### src/fcg_pkg.sv
// Purpose: constants, register map and types of the frequency counter input/gate block
// Assumes: 125 MHz system clock, synchronous pin inputs, 16-bit register port
// Notes:   all offsets are word addresses, one per 16-bit register, on the plain register port
`default_nettype none
package fcg_pkg;
    localparam int CLK_PERIOD_NS = 8;
    localparam int CLK_KHZ       = 1000000 / CLK_PERIOD_NS;
    localparam int REF_A_KHZ     = 1;
    localparam int REF_B_KHZ     = 100;
    localparam int REF_C_KHZ     = 900;
    localparam int GATE_A_MS     = 1;
    localparam int GATE_B_MS     = 4;
    localparam int GATE_C_MS     = 8;
    localparam int ADDR_W        = 8;
    localparam int DATA_W        = 16;
    localparam int CNT_W         = 16;
    localparam int IRQ_W         = 3;

    localparam logic [7:0] ADDR_CHAN     = 8'h20;
    localparam logic [7:0] ADDR_PORT     = 8'h21;
    localparam logic [7:0] ADDR_MODE     = 8'h22;
    localparam logic [7:0] ADDR_CTRL     = 8'h23;
    localparam logic [7:0] ADDR_GSTAT    = 8'h24;
    localparam logic [7:0] ADDR_IRQ_ST   = 8'h25;
    localparam logic [7:0] ADDR_IRQ_MASK = 8'h26;
    localparam logic [7:0] ADDR_COUNT    = 8'h27;
    localparam logic [7:0] ADDR_PINS     = 8'h28;

    localparam int CTRL_CLEAR_BIT = 0;
    localparam int CTRL_START_BIT = 1;
    localparam int GSTAT_OPEN_BIT = 0;
    localparam int IRQ_IF_DONE    = 0;
    localparam int IRQ_EXT_DONE   = 1;
    localparam int IRQ_SAT        = 2;

    localparam logic [1:0] FUNC_EXT     = 2'h0;
    localparam logic [1:0] FUNC_AM      = 2'h1;
    localparam logic [1:0] FUNC_FM_HALF = 2'h2;
    localparam logic [1:0] FUNC_FM      = 2'h3;
    localparam logic [1:0] SEL_A        = 2'h0;
    localparam logic [1:0] SEL_B        = 2'h1;
    localparam logic [1:0] SEL_C        = 2'h2;
    localparam logic [1:0] SEL_OPEN     = 2'h3;
    localparam logic [1:0] CHAN_PIN_A   = 2'h1;
    localparam logic [1:0] CHAN_PIN_B   = 2'h2;

    localparam logic [3:0] MODE_RST  = 4'h0;
    localparam logic [1:0] CHAN_RST  = 2'h0;
    localparam logic [1:0] PORT_RST  = 2'h0;
    localparam logic [2:0] IRQ_RST   = 3'h0;

    typedef enum logic [3:0] {
        ST_IDLE = 4'h1,
        ST_IFON = 4'h2,
        ST_ARM  = 4'h4,
        ST_MEAS = 4'h8
    } fcg_state_t;
endpackage
`default_nettype wire

### src/fcg_cnt_if.sv
// Purpose: carries increment, clear and count between control and counter
// Assumes: one clock domain
// Notes:   inc and clr are one-cycle pulses
`timescale 1ns/100ps
`default_nettype none
interface fcg_cnt_if #(parameter int W = 16);
    logic         inc;
    logic         clr;
    logic [W-1:0] value;
    logic         satPulse;
    modport ctl (output inc, output clr, input value, input satPulse);
    modport cnt (input inc, input clr, output value, output satPulse);
endinterface
`default_nettype wire

### src/fcg_timebase.sv
// Purpose: three reference enables from the system clock by phase accumulation
// Assumes: ClkKhz is the clock rate in kHz
// Notes:   restart realigns every phase so a gate begins a full period later
`timescale 1ns/100ps
`default_nettype none
module fcg_timebase import fcg_pkg::*; #(
    parameter int ClkKhz = CLK_KHZ
) (
    // clock and reset
    input  wire logic       clk,
    input  wire logic       rst_b,
    // control
    input  wire logic       restart,
    // enables: 0 slowest, 2 fastest
    output logic [2:0]      refTick
);
    localparam int RATES [3] = '{REF_A_KHZ, REF_B_KHZ, REF_C_KHZ};

    if (ClkKhz < 2 * REF_C_KHZ) begin : g_chk
        $error("fcg_timebase: clock too slow for fastest reference");
    end

    for (genvar i = 0; i < 3; i++) begin : g_acc
        logic [31:0] acc_ff;
        logic [31:0] sum;
        logic        wrap;
        assign sum  = acc_ff + 32'(RATES[i]);
        assign wrap = (sum >= 32'(ClkKhz));
        always_ff @(posedge clk) begin
            if (!rst_b || restart) begin
                acc_ff     <= 32'h0;
                refTick[i] <= 1'b0;
            end else begin
                acc_ff     <= wrap ? sum - 32'(ClkKhz) : sum;
                refTick[i] <= wrap;
            end
        end
    end
endmodule
`default_nettype wire

### src/fcg_counter.sv
// Purpose: saturating up counter shared by both counting functions
// Assumes: inc is a one-cycle pulse
// Notes:   clear wins over increment in the same cycle
`timescale 1ns/100ps
`default_nettype none
module fcg_counter import fcg_pkg::*; (
    // clock and reset
    input  wire logic clk,
    input  wire logic rst_b,
    // control side
    fcg_cnt_if.cnt    cif
);
    localparam int W = $bits(cif.value);
    logic [W-1:0] cnt_ff;
    logic         sat_ff;
    wire          full = &cnt_ff;

    assign cif.value    = cnt_ff;
    assign cif.satPulse = sat_ff;

    always_ff @(posedge clk) begin
        if (!rst_b || cif.clr) begin
            cnt_ff <= '0;
            sat_ff <= 1'b0;
        end else begin
            sat_ff <= 1'b0;
            if (cif.inc && !full) begin
                cnt_ff <= cnt_ff + 1'b1;
                sat_ff <= (cnt_ff == {{(W-1){1'b1}}, 1'b0});
            end
        end
    end
endmodule
`default_nettype wire

### src/fcg_top.sv
// Purpose: input selection, gate timing and register port of the frequency counter
// Assumes: pins synchronous to clk; one strobe per cycle on the register port
// Notes:   count readable at its own address; three sticky events drive irq
`timescale 1ns/100ps
`default_nettype none
module fcg_top import fcg_pkg::*; #(
    parameter int ClkKhz = CLK_KHZ
) (
    // clock and reset
    input  wire logic              clk,
    input  wire logic              rst_b,
    // register port
    input  wire logic [ADDR_W-1:0] addr,
    input  wire logic [DATA_W-1:0] wrData,
    input  wire logic              wrEn,
    input  wire logic              rdEn,
    output logic [DATA_W-1:0]      rdData,
    // intermediate-frequency inputs
    input  wire logic              fmIfInputPin,
    input  wire logic              amIfInputPin,
    // gate pins, two-way
    input  wire logic              gateInputPinA_i,
    output logic                   gateInputPinA_o,
    output logic                   gateInputPinA_oe,
    input  wire logic              gateInputPinB_i,
    output logic                   gateInputPinB_o,
    output logic                   gateInputPinB_oe,
    // status
    output logic                   gateOpenFlag,
    output logic                   irq
);
    if (ClkKhz < 2 * REF_C_KHZ) begin : g_chk
        $error("fcg_top: ClkKhz too small");
    end

    fcg_cnt_if #(.W(CNT_W)) cif ();

    fcg_counter u_cnt (
        .clk   (clk),
        .rst_b (rst_b),
        .cif   (cif)
    );

    logic [2:0] refTick;
    logic       tbRestart;

    fcg_timebase #(.ClkKhz(ClkKhz)) u_tb (
        .clk     (clk),
        .rst_b   (rst_b),
        .restart (tbRestart),
        .refTick (refTick)
    );

    // registers
    logic [3:0]       mode_ff;
    logic [1:0]       chanSel_ff;
    logic [1:0]       portDir_ff;
    logic [1:0]       portOut_ff;
    logic [IRQ_W-1:0] irqSt_ff;
    logic [IRQ_W-1:0] irqMask_ff;
    logic [DATA_W-1:0] rdData_ff;
    fcg_state_t       state_ff;
    fcg_state_t       nxt_state;
    logic [3:0]       msCnt_ff;
    logic [3:0]       nxt_msCnt;
    logic             halfPhase_ff;
    logic             ifPinPrev_ff;
    logic             gatePrev_ff;

    // address decode
    wire wrChan  = wrEn && (addr == ADDR_CHAN);
    wire wrPort  = wrEn && (addr == ADDR_PORT);
    wire wrMode  = wrEn && (addr == ADDR_MODE);
    wire wrCtrl  = wrEn && (addr == ADDR_CTRL);
    wire wrIrqSt = wrEn && (addr == ADDR_IRQ_ST);
    wire wrMask  = wrEn && (addr == ADDR_IRQ_MASK);

    wire startCmd = wrCtrl && wrData[CTRL_START_BIT];
    wire clearCmd = wrCtrl && wrData[CTRL_CLEAR_BIT];

    // function and timing fields
    wire [1:0] funcSel = mode_ff[3:2];
    wire [1:0] timeSel = mode_ff[1:0];
    wire       isExt   = (funcSel == FUNC_EXT);
    wire       isHalf  = (funcSel == FUNC_FM_HALF);

    // IF input selection; the other pin is only read through the pin register
    wire ifPin  = (funcSel == FUNC_AM) ? amIfInputPin : fmIfInputPin;
    wire ifRise = ifPin && !ifPinPrev_ff;
    wire ifEdge = ifRise && (!isHalf || halfPhase_ff);

    // gate pin selection; a pin driven as output never gates
    wire gateA   = (chanSel_ff == CHAN_PIN_A) && !portDir_ff[0] && gateInputPinA_i;
    wire gateB   = (chanSel_ff == CHAN_PIN_B) && !portDir_ff[1] && gateInputPinB_i;
    wire gateLvl = gateA || gateB;
    wire gateRise = gateLvl && !gatePrev_ff;
    wire gateFall = !gateLvl && gatePrev_ff;

    // reference selection; code 11 yields no reference
    wire refSel = (timeSel == SEL_A) ? refTick[0] :
                  (timeSel == SEL_B) ? refTick[1] :
                  (timeSel == SEL_C) ? refTick[2] : 1'b0;

    // gate length in ms ticks
    wire [3:0] gateLen = (timeSel == SEL_A) ? 4'(GATE_A_MS) :
                         (timeSel == SEL_B) ? 4'(GATE_B_MS) : 4'(GATE_C_MS);
    wire gateOpenEnd = (timeSel == SEL_OPEN);
    wire msTick      = refTick[0];
    wire ifDone      = (state_ff == ST_IFON) && !gateOpenEnd && msTick
                       && (msCnt_ff + 4'h1 == gateLen);
    wire extDone     = (state_ff == ST_MEAS) && gateFall;

    // any change of mode or channel stops the running function
    wire abort = wrMode || wrChan;

    always_comb begin
        nxt_state = state_ff;
        nxt_msCnt = msCnt_ff;
        unique case (state_ff)
            ST_IDLE: ;
            ST_IFON: begin
                if (ifDone) begin
                    nxt_state = ST_IDLE;
                end else if (msTick) begin
                    nxt_msCnt = msCnt_ff + 4'h1;
                end
            end
            ST_ARM: begin
                if (gateRise) begin
                    nxt_state = ST_MEAS;
                end
            end
            ST_MEAS: begin
                if (gateFall) begin
                    nxt_state = ST_IDLE;
                end
            end
            default: nxt_state = ST_IDLE;
        endcase
        if (abort) begin
            nxt_state = ST_IDLE;
        end else if (startCmd) begin
            nxt_state = isExt ? ST_ARM : ST_IFON;
            nxt_msCnt = 4'h0;
        end
    end

    assign tbRestart = startCmd;

    // count source: at most one function feeds the counter
    assign cif.inc = ((state_ff == ST_IFON) && ifEdge)
                   || ((state_ff == ST_MEAS) && refSel);
    assign cif.clr = clearCmd;

    always_ff @(posedge clk) begin
        if (!rst_b) begin
            state_ff <= ST_IDLE;
            msCnt_ff <= 4'h0;
        end else begin
            state_ff <= nxt_state;
            msCnt_ff <= nxt_msCnt;
        end
    end

    always_ff @(posedge clk) begin
        if (!rst_b) begin
            ifPinPrev_ff <= 1'b0;
            gatePrev_ff  <= 1'b0;
            halfPhase_ff <= 1'b0;
        end else begin
            ifPinPrev_ff <= ifPin;
            gatePrev_ff  <= gateLvl;
            if (startCmd) begin
                halfPhase_ff <= 1'b0;
            end else if (ifRise) begin
                halfPhase_ff <= !halfPhase_ff;
            end
        end
    end

    // control registers
    always_ff @(posedge clk) begin
        if (!rst_b) begin
            mode_ff    <= MODE_RST;
            chanSel_ff <= CHAN_RST;
            portDir_ff <= PORT_RST;
            portOut_ff <= PORT_RST;
            irqMask_ff <= IRQ_RST;
        end else begin
            if (wrMode) begin
                mode_ff <= wrData[3:0];
            end
            if (wrChan) begin
                chanSel_ff <= wrData[1:0];
            end
            if (wrPort) begin
                portDir_ff <= wrData[1:0];
                portOut_ff <= wrData[3:2];
            end
            if (wrMask) begin
                irqMask_ff <= wrData[IRQ_W-1:0];
            end
        end
    end

    // sticky events, set beats write-one-to-clear
    wire [IRQ_W-1:0] evt;
    assign evt[IRQ_IF_DONE]  = ifDone;
    assign evt[IRQ_EXT_DONE] = extDone;
    assign evt[IRQ_SAT]      = cif.satPulse;
    wire [IRQ_W-1:0] irqClr = wrIrqSt ? wrData[IRQ_W-1:0] : '0;

    always_ff @(posedge clk) begin
        if (!rst_b) begin
            irqSt_ff <= IRQ_RST;
        end else begin
            irqSt_ff <= (irqSt_ff & ~irqClr) | evt;
        end
    end

    assign irq = |(irqSt_ff & irqMask_ff);

    // gate pins as general-purpose I/O; direction bit set means output
    assign gateInputPinA_o  = portOut_ff[0];
    assign gateInputPinA_oe = portDir_ff[0];
    assign gateInputPinB_o  = portOut_ff[1];
    assign gateInputPinB_oe = portDir_ff[1];

    assign gateOpenFlag = (state_ff == ST_IFON);

    // read path; unmapped and write-only addresses read zero
    wire [3:0] pinLevels = {amIfInputPin, fmIfInputPin, gateInputPinB_i, gateInputPinA_i};
    logic [DATA_W-1:0] rdMux;
    always_comb begin
        rdMux = '0;
        unique case (addr)
            ADDR_CHAN:     rdMux[1:0]       = chanSel_ff;
            ADDR_PORT:     rdMux[3:0]       = {portOut_ff, portDir_ff};
            ADDR_MODE:     rdMux[3:0]       = mode_ff;
            ADDR_GSTAT:    rdMux[GSTAT_OPEN_BIT] = gateOpenFlag;
            ADDR_IRQ_ST:   rdMux[IRQ_W-1:0] = irqSt_ff;
            ADDR_IRQ_MASK: rdMux[IRQ_W-1:0] = irqMask_ff;
            ADDR_COUNT:    rdMux            = cif.value;
            ADDR_PINS:     rdMux[3:0]       = pinLevels;
            default:       rdMux            = '0;
        endcase
    end

    always_ff @(posedge clk) begin
        if (!rst_b) begin
            rdData_ff <= '0;
        end else begin
            rdData_ff <= rdEn ? rdMux : '0;
        end
    end

    assign rdData = rdData_ff;
endmodule
`default_nettype wire

### config.mk
export PLATFORM = sky130hd
export DESIGN_NAME = fcg_top
export DESIGN_NICKNAME = d
export VERILOG_FILES = /design/src/fcg_pkg.sv /design/src/fcg_cnt_if.sv /design/src/fcg_timebase.sv /design/src/fcg_counter.sv /design/src/fcg_top.sv
export SDC_FILE = /design/constraint.sdc
export NUM_CORES = 1
export LEC_CHECK = 0
export BUFFER_PORTS_ARGS = -buffer_cell sky130_fd_sc_hd__buf_2
export CAP_MARGIN = 20
export CORE_MARGIN = 2
export CORE_UTILIZATION = 30
export DETAILED_ROUTE_END_ITERATION = 12
export MAX_ROUTING_LAYER = met4
export SLEW_MARGIN = 20
export SYNTH_ARGS = -nofsm -noshare
export SYNTH_HDL_FRONTEND = slang
export SYNTH_SLANG_ARGS = --single-unit
### constraint.sdc
create_clock -name clk -period 4.72 [get_ports clk]
set_clock_uncertainty 0.2 [all_clocks]
set_input_delay 0.472 -clock clk [delete_from_list [all_inputs] [get_ports clk]]
set_output_delay 0.472 -clock clk [all_outputs]
set_load 0.01 [all_outputs]
=== Yosys cells after proc, flatten, opt, wreduce, memory -nomap -nowiden ===
Cells that the tools add are included.

* Register bits: 159
* Input bits: 32
* Output and inout port bits: 22
* Word-level logic and storage cells: 138

* Add/sub/neg operators: 8
* Magnitude comparators: 3
* Equality and inequality tests: 26
* Muxes and demuxes: 25
* Bitwise operators: 6
* Reduce and logical (&&, ||, !) cells: 49

{| class="wikitable"
|+ Operators with widths
! cell !! count
|-
| 32-bit by 17-bit greater-or-equal comparator with 1-bit output, second input constant || 3
|-
| 32-bit 2-to-1 mux || 3
|-
| 32-bit by 17-bit subtractor with 32-bit output, second input constant || 3
|-
| 8-bit by 6-bit equality test with 1-bit output, second input constant || 9
|-
| 4-bit 2-to-1 mux || 11
|-
| 32-bit by 1-bit adder with 32-bit output, second input constant || 1
|-
| 32-bit by 10-bit adder with 32-bit output, second input constant || 1
|-
| 32-bit by 7-bit adder with 32-bit output, second input constant || 1
|-
| 1-bit logical AND || 23
|-
| 16-bit by 1-bit adder with 16-bit output, second input constant || 1
|-
| 16-bit equality test, second input constant || 1
|-
| 4-bit one-hot mux with 4 select lines || 1
|-
| 16-bit AND reduction || 1
|-
| 1-bit zero test || 10
|-
| 2-bit equality test, second input constant || 4
|-
| 1-bit one-hot mux with 8 select lines || 1
|-
| 1-bit one-hot mux with 7 select lines || 1
|-
| 3-bit bitwise AND || 2
|-
| 2-bit by 1-bit equality test with 1-bit output, second input constant || 3
|-
| 1-bit logical OR || 6
|-
| 3-bit 2-to-1 mux || 2
|-
| 3-bit by 2-bit != test with 1-bit output, second input constant || 2
|-
| 1-bit one-hot mux with 6 select lines || 1
|-
| 2-bit OR reduction || 3
|-
| other kinds (18) || 23
|}

=== Depth between registers and ports, before layout ===
* Depth after elaboration: 9
* Gate-level depth with buffers: 14
* Depth with buffers taken out: 12

=== Hierarchy ===
From an unflattened synthesis, not the netlist that was laid out.

* Cell total of the unflattened synthesis: 1,394
* Area total of the unflattened synthesis: 10,958.0 sq um

{| class="wikitable"
|+ By module, submodules not included
! module !! instances !! cells each !! area an instance (sq um) !! seq. area each (sq um)
|-
| fcg_timebase || 1 || 1,033 || 7,822.5 || 1,901.8
|-
| fcg_top || 1 || 261 || 2,208.4 || 860.8
|-
| fcg_counter || 1 || 100 || 927.1 || 340.3
|}

=== Worst setup path after synthesis ===
OpenSTA, ideal clock, no wires.

* Kind: register to register
* Start: register u_tb.g_acc[2].acc_ff[2]
* End: register u_tb.g_acc[2].acc_ff[29]
* Library setup time: 0.078 ns
* Data arrival time: 3.235 ns
* Data required time: 4.442 ns
* Setup slack: 1.207 ns
* Stages on the path, launching flop included: 13
* Path buffers: 2
* Period minus slack after synthesis: 3.513 ns
* Path through: dfxtp_1 ha_1 buf_2 nand4_1 a211oi_1 mux2_2 o211ai_1 a21oi_1 and3_1 clkbuf_1 a21o_1 o31a_1 nor3_1

* Cells in the longest elaborated chain, start to end: 3
* Elaborated cells on any way between the ends: 4
* Classes of those cells: add/sub (2); order compare (1); mux (1)

{| class="wikitable"
|+ Ends and longest elaborated chain
! what !! line !! text
|-
| start: declaration || fcg_timebase.sv:24 || <nowiki>logic [31:0] acc_ff;</nowiki>
|-
| start signal: assignment || fcg_timebase.sv:34 || <nowiki>acc_ff <= wrap ? sum - 32'(ClkKhz) : sum;</nowiki>
|-
| 32-bit by 10-bit adder with 32-bit output (*) || fcg_timebase.sv:27 || <nowiki>assign sum = acc_ff + 32'(RATES[i]);</nowiki>
|-
| 32-bit by 17-bit subtractor with 32-bit output / 32-bit by 17-bit greater-or-equal comparator with 1-bit output (equally long branches) || fcg_timebase.sv:34, fcg_timebase.sv:28 ||
|-
| 32-bit 2-to-1 mux (*) || fcg_timebase.sv:34 ||
|}

Mark *: on every way between the ends. The rest lies on a longest branch, timed or not.
A chain may end at the register's enable or synchronous reset.

=== Worst setup path in the final report ===
* Start: register u_tb.g_acc[0].acc_ff[0]
* End: register u_tb.g_acc[0].acc_ff[29]

* Cells in the longest elaborated chain, start to end: 3
* Elaborated cells on any way between the ends: 4
* Classes of those cells: add/sub (2); order compare (1); mux (1)

{| class="wikitable"
|+ Ends and longest elaborated chain
! what !! line
|-
| start: declaration || fcg_timebase.sv:24
|-
| start signal: assignment || fcg_timebase.sv:34
|-
| 32-bit by 1-bit adder with 32-bit output (*) || fcg_timebase.sv:27
|-
| 32-bit by 17-bit subtractor with 32-bit output / 32-bit by 17-bit greater-or-equal comparator with 1-bit output (equally long branches) || fcg_timebase.sv:34, fcg_timebase.sv:28
|-
| 32-bit 2-to-1 mux (*) || fcg_timebase.sv:34
|}

Marks and branches as above.

==> summary.md <==
| Metric | Value |
|---|---|
| I/O pin count | 54 |
| Die height | 190 um |
| Ys async rst share | 0 |
| Reg2Reg Setup Slack | 670 ps |
| IO buf count | 41 |
| FF+latch count, synth | 155 |
| Max Cap Viol | 0 |
| Worst r2r dst | u_tb.g_acc[0].acc_ff[29] |
| Largest net degree at the start of global routing | 51 |
| Pre-antenna DRT Iters | 6 |
| H-tree Lvls | 4 |
| Horiz. Die Dim | 190 um |
| GRT Residual Overflow | 0 |
| Pwr Density | 571 nW/um^2 |
| Vias per cell | 5.29 |
| CP most frequent cell | a2111oi_0 |
| Crit path from | u_tb.g_acc[0].acc_ff[0] |
| Max-slew headroom | 0.380 |
| Vias in the first global route | 8815 |
| Routed Antenna Nets | 0 |
| Reg-to-reg startpoint | u_tb.g_acc[0].acc_ff[0] |
| # clock sinks | 155 |
| HP Class | in -> reg |
| TritonCTS buffer count | 17 |
| Status | complete, no violations |
| Hpwl dp | 18.1 mm |
| CP Data Required Time | 4840 ps |
| Arrival @ worst endpoint | 4170 ps |
| CTS tree | yes |
| Core area | 34400 um^2 |
| CP endpoint kind | flop |
| Synth cell types | 90 |
| Post-CTS Setup Bufs | 0 |
| Fin cells | 1802 |
| Crit path cell chain | ha_1 -> and4_1 -> a21oi_1 -> a2111oi_0 -> a2111oi_0 -> a2111o_1 -> nor4b_4 -> buf_4 -> nor3_1 -> xor2_1 -> nor2_1 |
| Critical path depth in cells | 11 |
| Reg2Reg Depth | 11 |
| Yosys warns | 0 |
| Top post-synthesis cells by area | dfxtp_1 30%, xnor2_1 9.0%, nor2_1 6.0%, xor2_1 5.2%, nand2_1 3.5% |
| Initial antenna violation count | 0 |
| WS Path Type | reg -> reg |
| CP top delay family | compound AO/OA/AOI/OAI gates |
| Area leader, netlist | dfxtp_1 |
| Final Hold Vio Count | 0 |
| RSZ-0062 raised after global routing | no |
| Drt total wl | 25.2 mm |
| Synth Flop Type | dfxtp_1 |
| Via count | 9526 |
| Synthesized netlist net count | 1368 |
| Mapped Cells | 1324 |
| Rows | 68 |
| Hold path cells | 3 |
| EDFF count, synth | 0 |
| First-pass GRT wire length | 42.5 mm |
| Minimum hold slack | 134 ps |
| Share of post-route cells with drive strength above 1 | 0.0995 |
| Seq/Total Area, Yosys | 0.298 |
| # diodes | 0 |
| FILL cells | 3612 |
| Post-Syn Area | 10400 um^2 |
| Most common cell after layout, fill and taps aside | nor2_1 |
| Root buf cell | clkbuf_16 |
| Worst-case clock buffer depth | 2 |
| Routability cong. | 0.895 |
| Worst slew pin tran | 925 ps |
| Residual DRC count | 0 |
| Pins Over Slew Limit | 0 |
| Setup-failing EPs final | 0 |
| CP Launch Type | flop |
| Worst-path maximum fanout | 17 |
| Hold_buf cts | 0 |
| Most frequent cells in the layout | 168 x nor2_1, 155 x dfxtp_1, 107 x xnor2_1, 96 x nand2_1, 71 x nand3_1 |
| Bufs and invs on worst path | 1 |
| CTS clk-pin slew, worst paths | 70 ps |
| VDD IR max | 0.195 mV |
| GRT Total Usage | 0.143 |
| Initial drt markers | 696 |
| Leak pwr | 4.06 nW |
| Clk_lat worst skew | 440 ps |
| Post-synth top area share | 0.298 |
| Layout area overhead | 12.0% |
| Initial Utilization | 0.303 |
| Post-route minimum period | 4050 ps |
| Nets | 1378 |
| Achievable Freq | 247 MHz |
| Setup tns final | 0 ps |
| Post-CTS resize count | 0 |
| CP max-delay cell | a2111oi_0 |
| Critical Path End | u_tb.g_acc[0].acc_ff[29] |
| Slowest cell delay on critical path | 690 ps |
| Final worst-path cycle share | 0.858 |
| Placed cell count | 1770 |
| WL/cell | 14.0 um |
| Full die area | 36300 um^2 |
| Syn Area/Cell | 7.88 um^2 |
==> worst min-delay path: cells and delay by family <==
family,cells,cell delay [ps]
compound gates,1,60
buf+inv,1,120
simple gates,1,60
==> power by group <==
| group | switching, W | leakage (nW) | internal [W] |
|---|---|---|---|
| combinational | 0.00174 | 2.49 | 0.00139 |
| sequential | 0.000511 | 1.27 | 0.00162 |
| clock | 0.000682 | 0.299 | 0.000725 |
| total | 0.00294 | 4.06 | 0.00373 |
==> per-stage QoR <==
stage | total power (W) | setup WS [ps] | cell area (um^2) | utilization
floorplan | 0.00461 | 1210 | 10400 | -
global placement | 0.00518 | 747 | 11100 | 0.322
detailed placement | 0.00524 | 654 | 11100 | 0.322
CTS | 0.00669 | 644 | 11700 | 0.340
global route | 0.00718 | 335 | 11700 | 0.340
finish | 0.00667 | 671 | 11700 | 0.340
==> sequential cells by signal, summed over array words and instances, names as in the netlist, 2 cells and up <==
name and count:
portOut_ff 2, rdData 16, u_cnt.cif.value 16, chanSel_ff 2, portDir_ff 2, mode_ff 4
u_tb.g_acc.acc_ff 92, msCnt_ff 4, irqSt_ff 3, u_tb.refTick 3, state_ff 4, irqMask_ff 3
==> metal layers <==
metal  routed length (um)  vias to the layer above  track usage
met1                12500                     4526        0.187
met4                  233                        0       0.0388
li1                     -                     4805            -
met5                    0                        -            -
met3                  870                       18       0.0221
met2                11600                      177        0.229
==> final cells by class <==
class                   count  area (um^2)  area share
well taps                 455          569      0.0487
multi-input cells        1072         6920       0.593
clock buffers              17          425      0.0364
flip-flops and latches    155         3100       0.266
repair buffers             63          370      0.0317
clock inverters            15          196      0.0168
inverters                  25         93.8     0.00804
==> kinds of logic after synthesis <==
kind of cell | after synthesis | synth area share
AO/OA/AOI/OAI | 233 | 0.158
XOR/XNOR | 170 | 0.144
adder cells (fa/ha/maj) | 12 | 0.0144
buffers and inverters | 97 | 0.0401
flip-flops | 155 | 0.298
multiplexers | 27 | 0.0262
AND/OR/NAND/NOR | 630 | 0.319
==> cell usage after synthesis (14+ instances only) <==
library cell,count
nor2_1,168
dfxtp_1,155
xnor2_1,107
nand2_1,97
nand3_1,71
xor2_1,62
a21oi_1,51
nor3_1,50
clkbuf_1,37
nand4_1,33
and3_1,32
buf_2,28
nor2b_1,26
o21ai_0,26
inv_1,25
mux2i_1,25
and2_1,23
nor4_1,22
or3_1,21
a31oi_1,20
a211oi_1,14
nand2b_1,14
==> how the worst min path moves through the flow <==
stage                       startpoint          end  slack (ps)
finish                       wrData[3]   mode_ff[3]         130
global route                 wrData[3]   mode_ff[3]         120
CTS                          wrData[3]   mode_ff[3]         120
detailed placement  u_cnt.cif.satPulse  irqSt_ff[2]         250
global placement    u_cnt.cif.satPulse  irqSt_ff[2]         250
floorplan           u_cnt.cif.satPulse  irqSt_ff[2]         230
No activity file was read; power rests on OpenSTA's default activity.
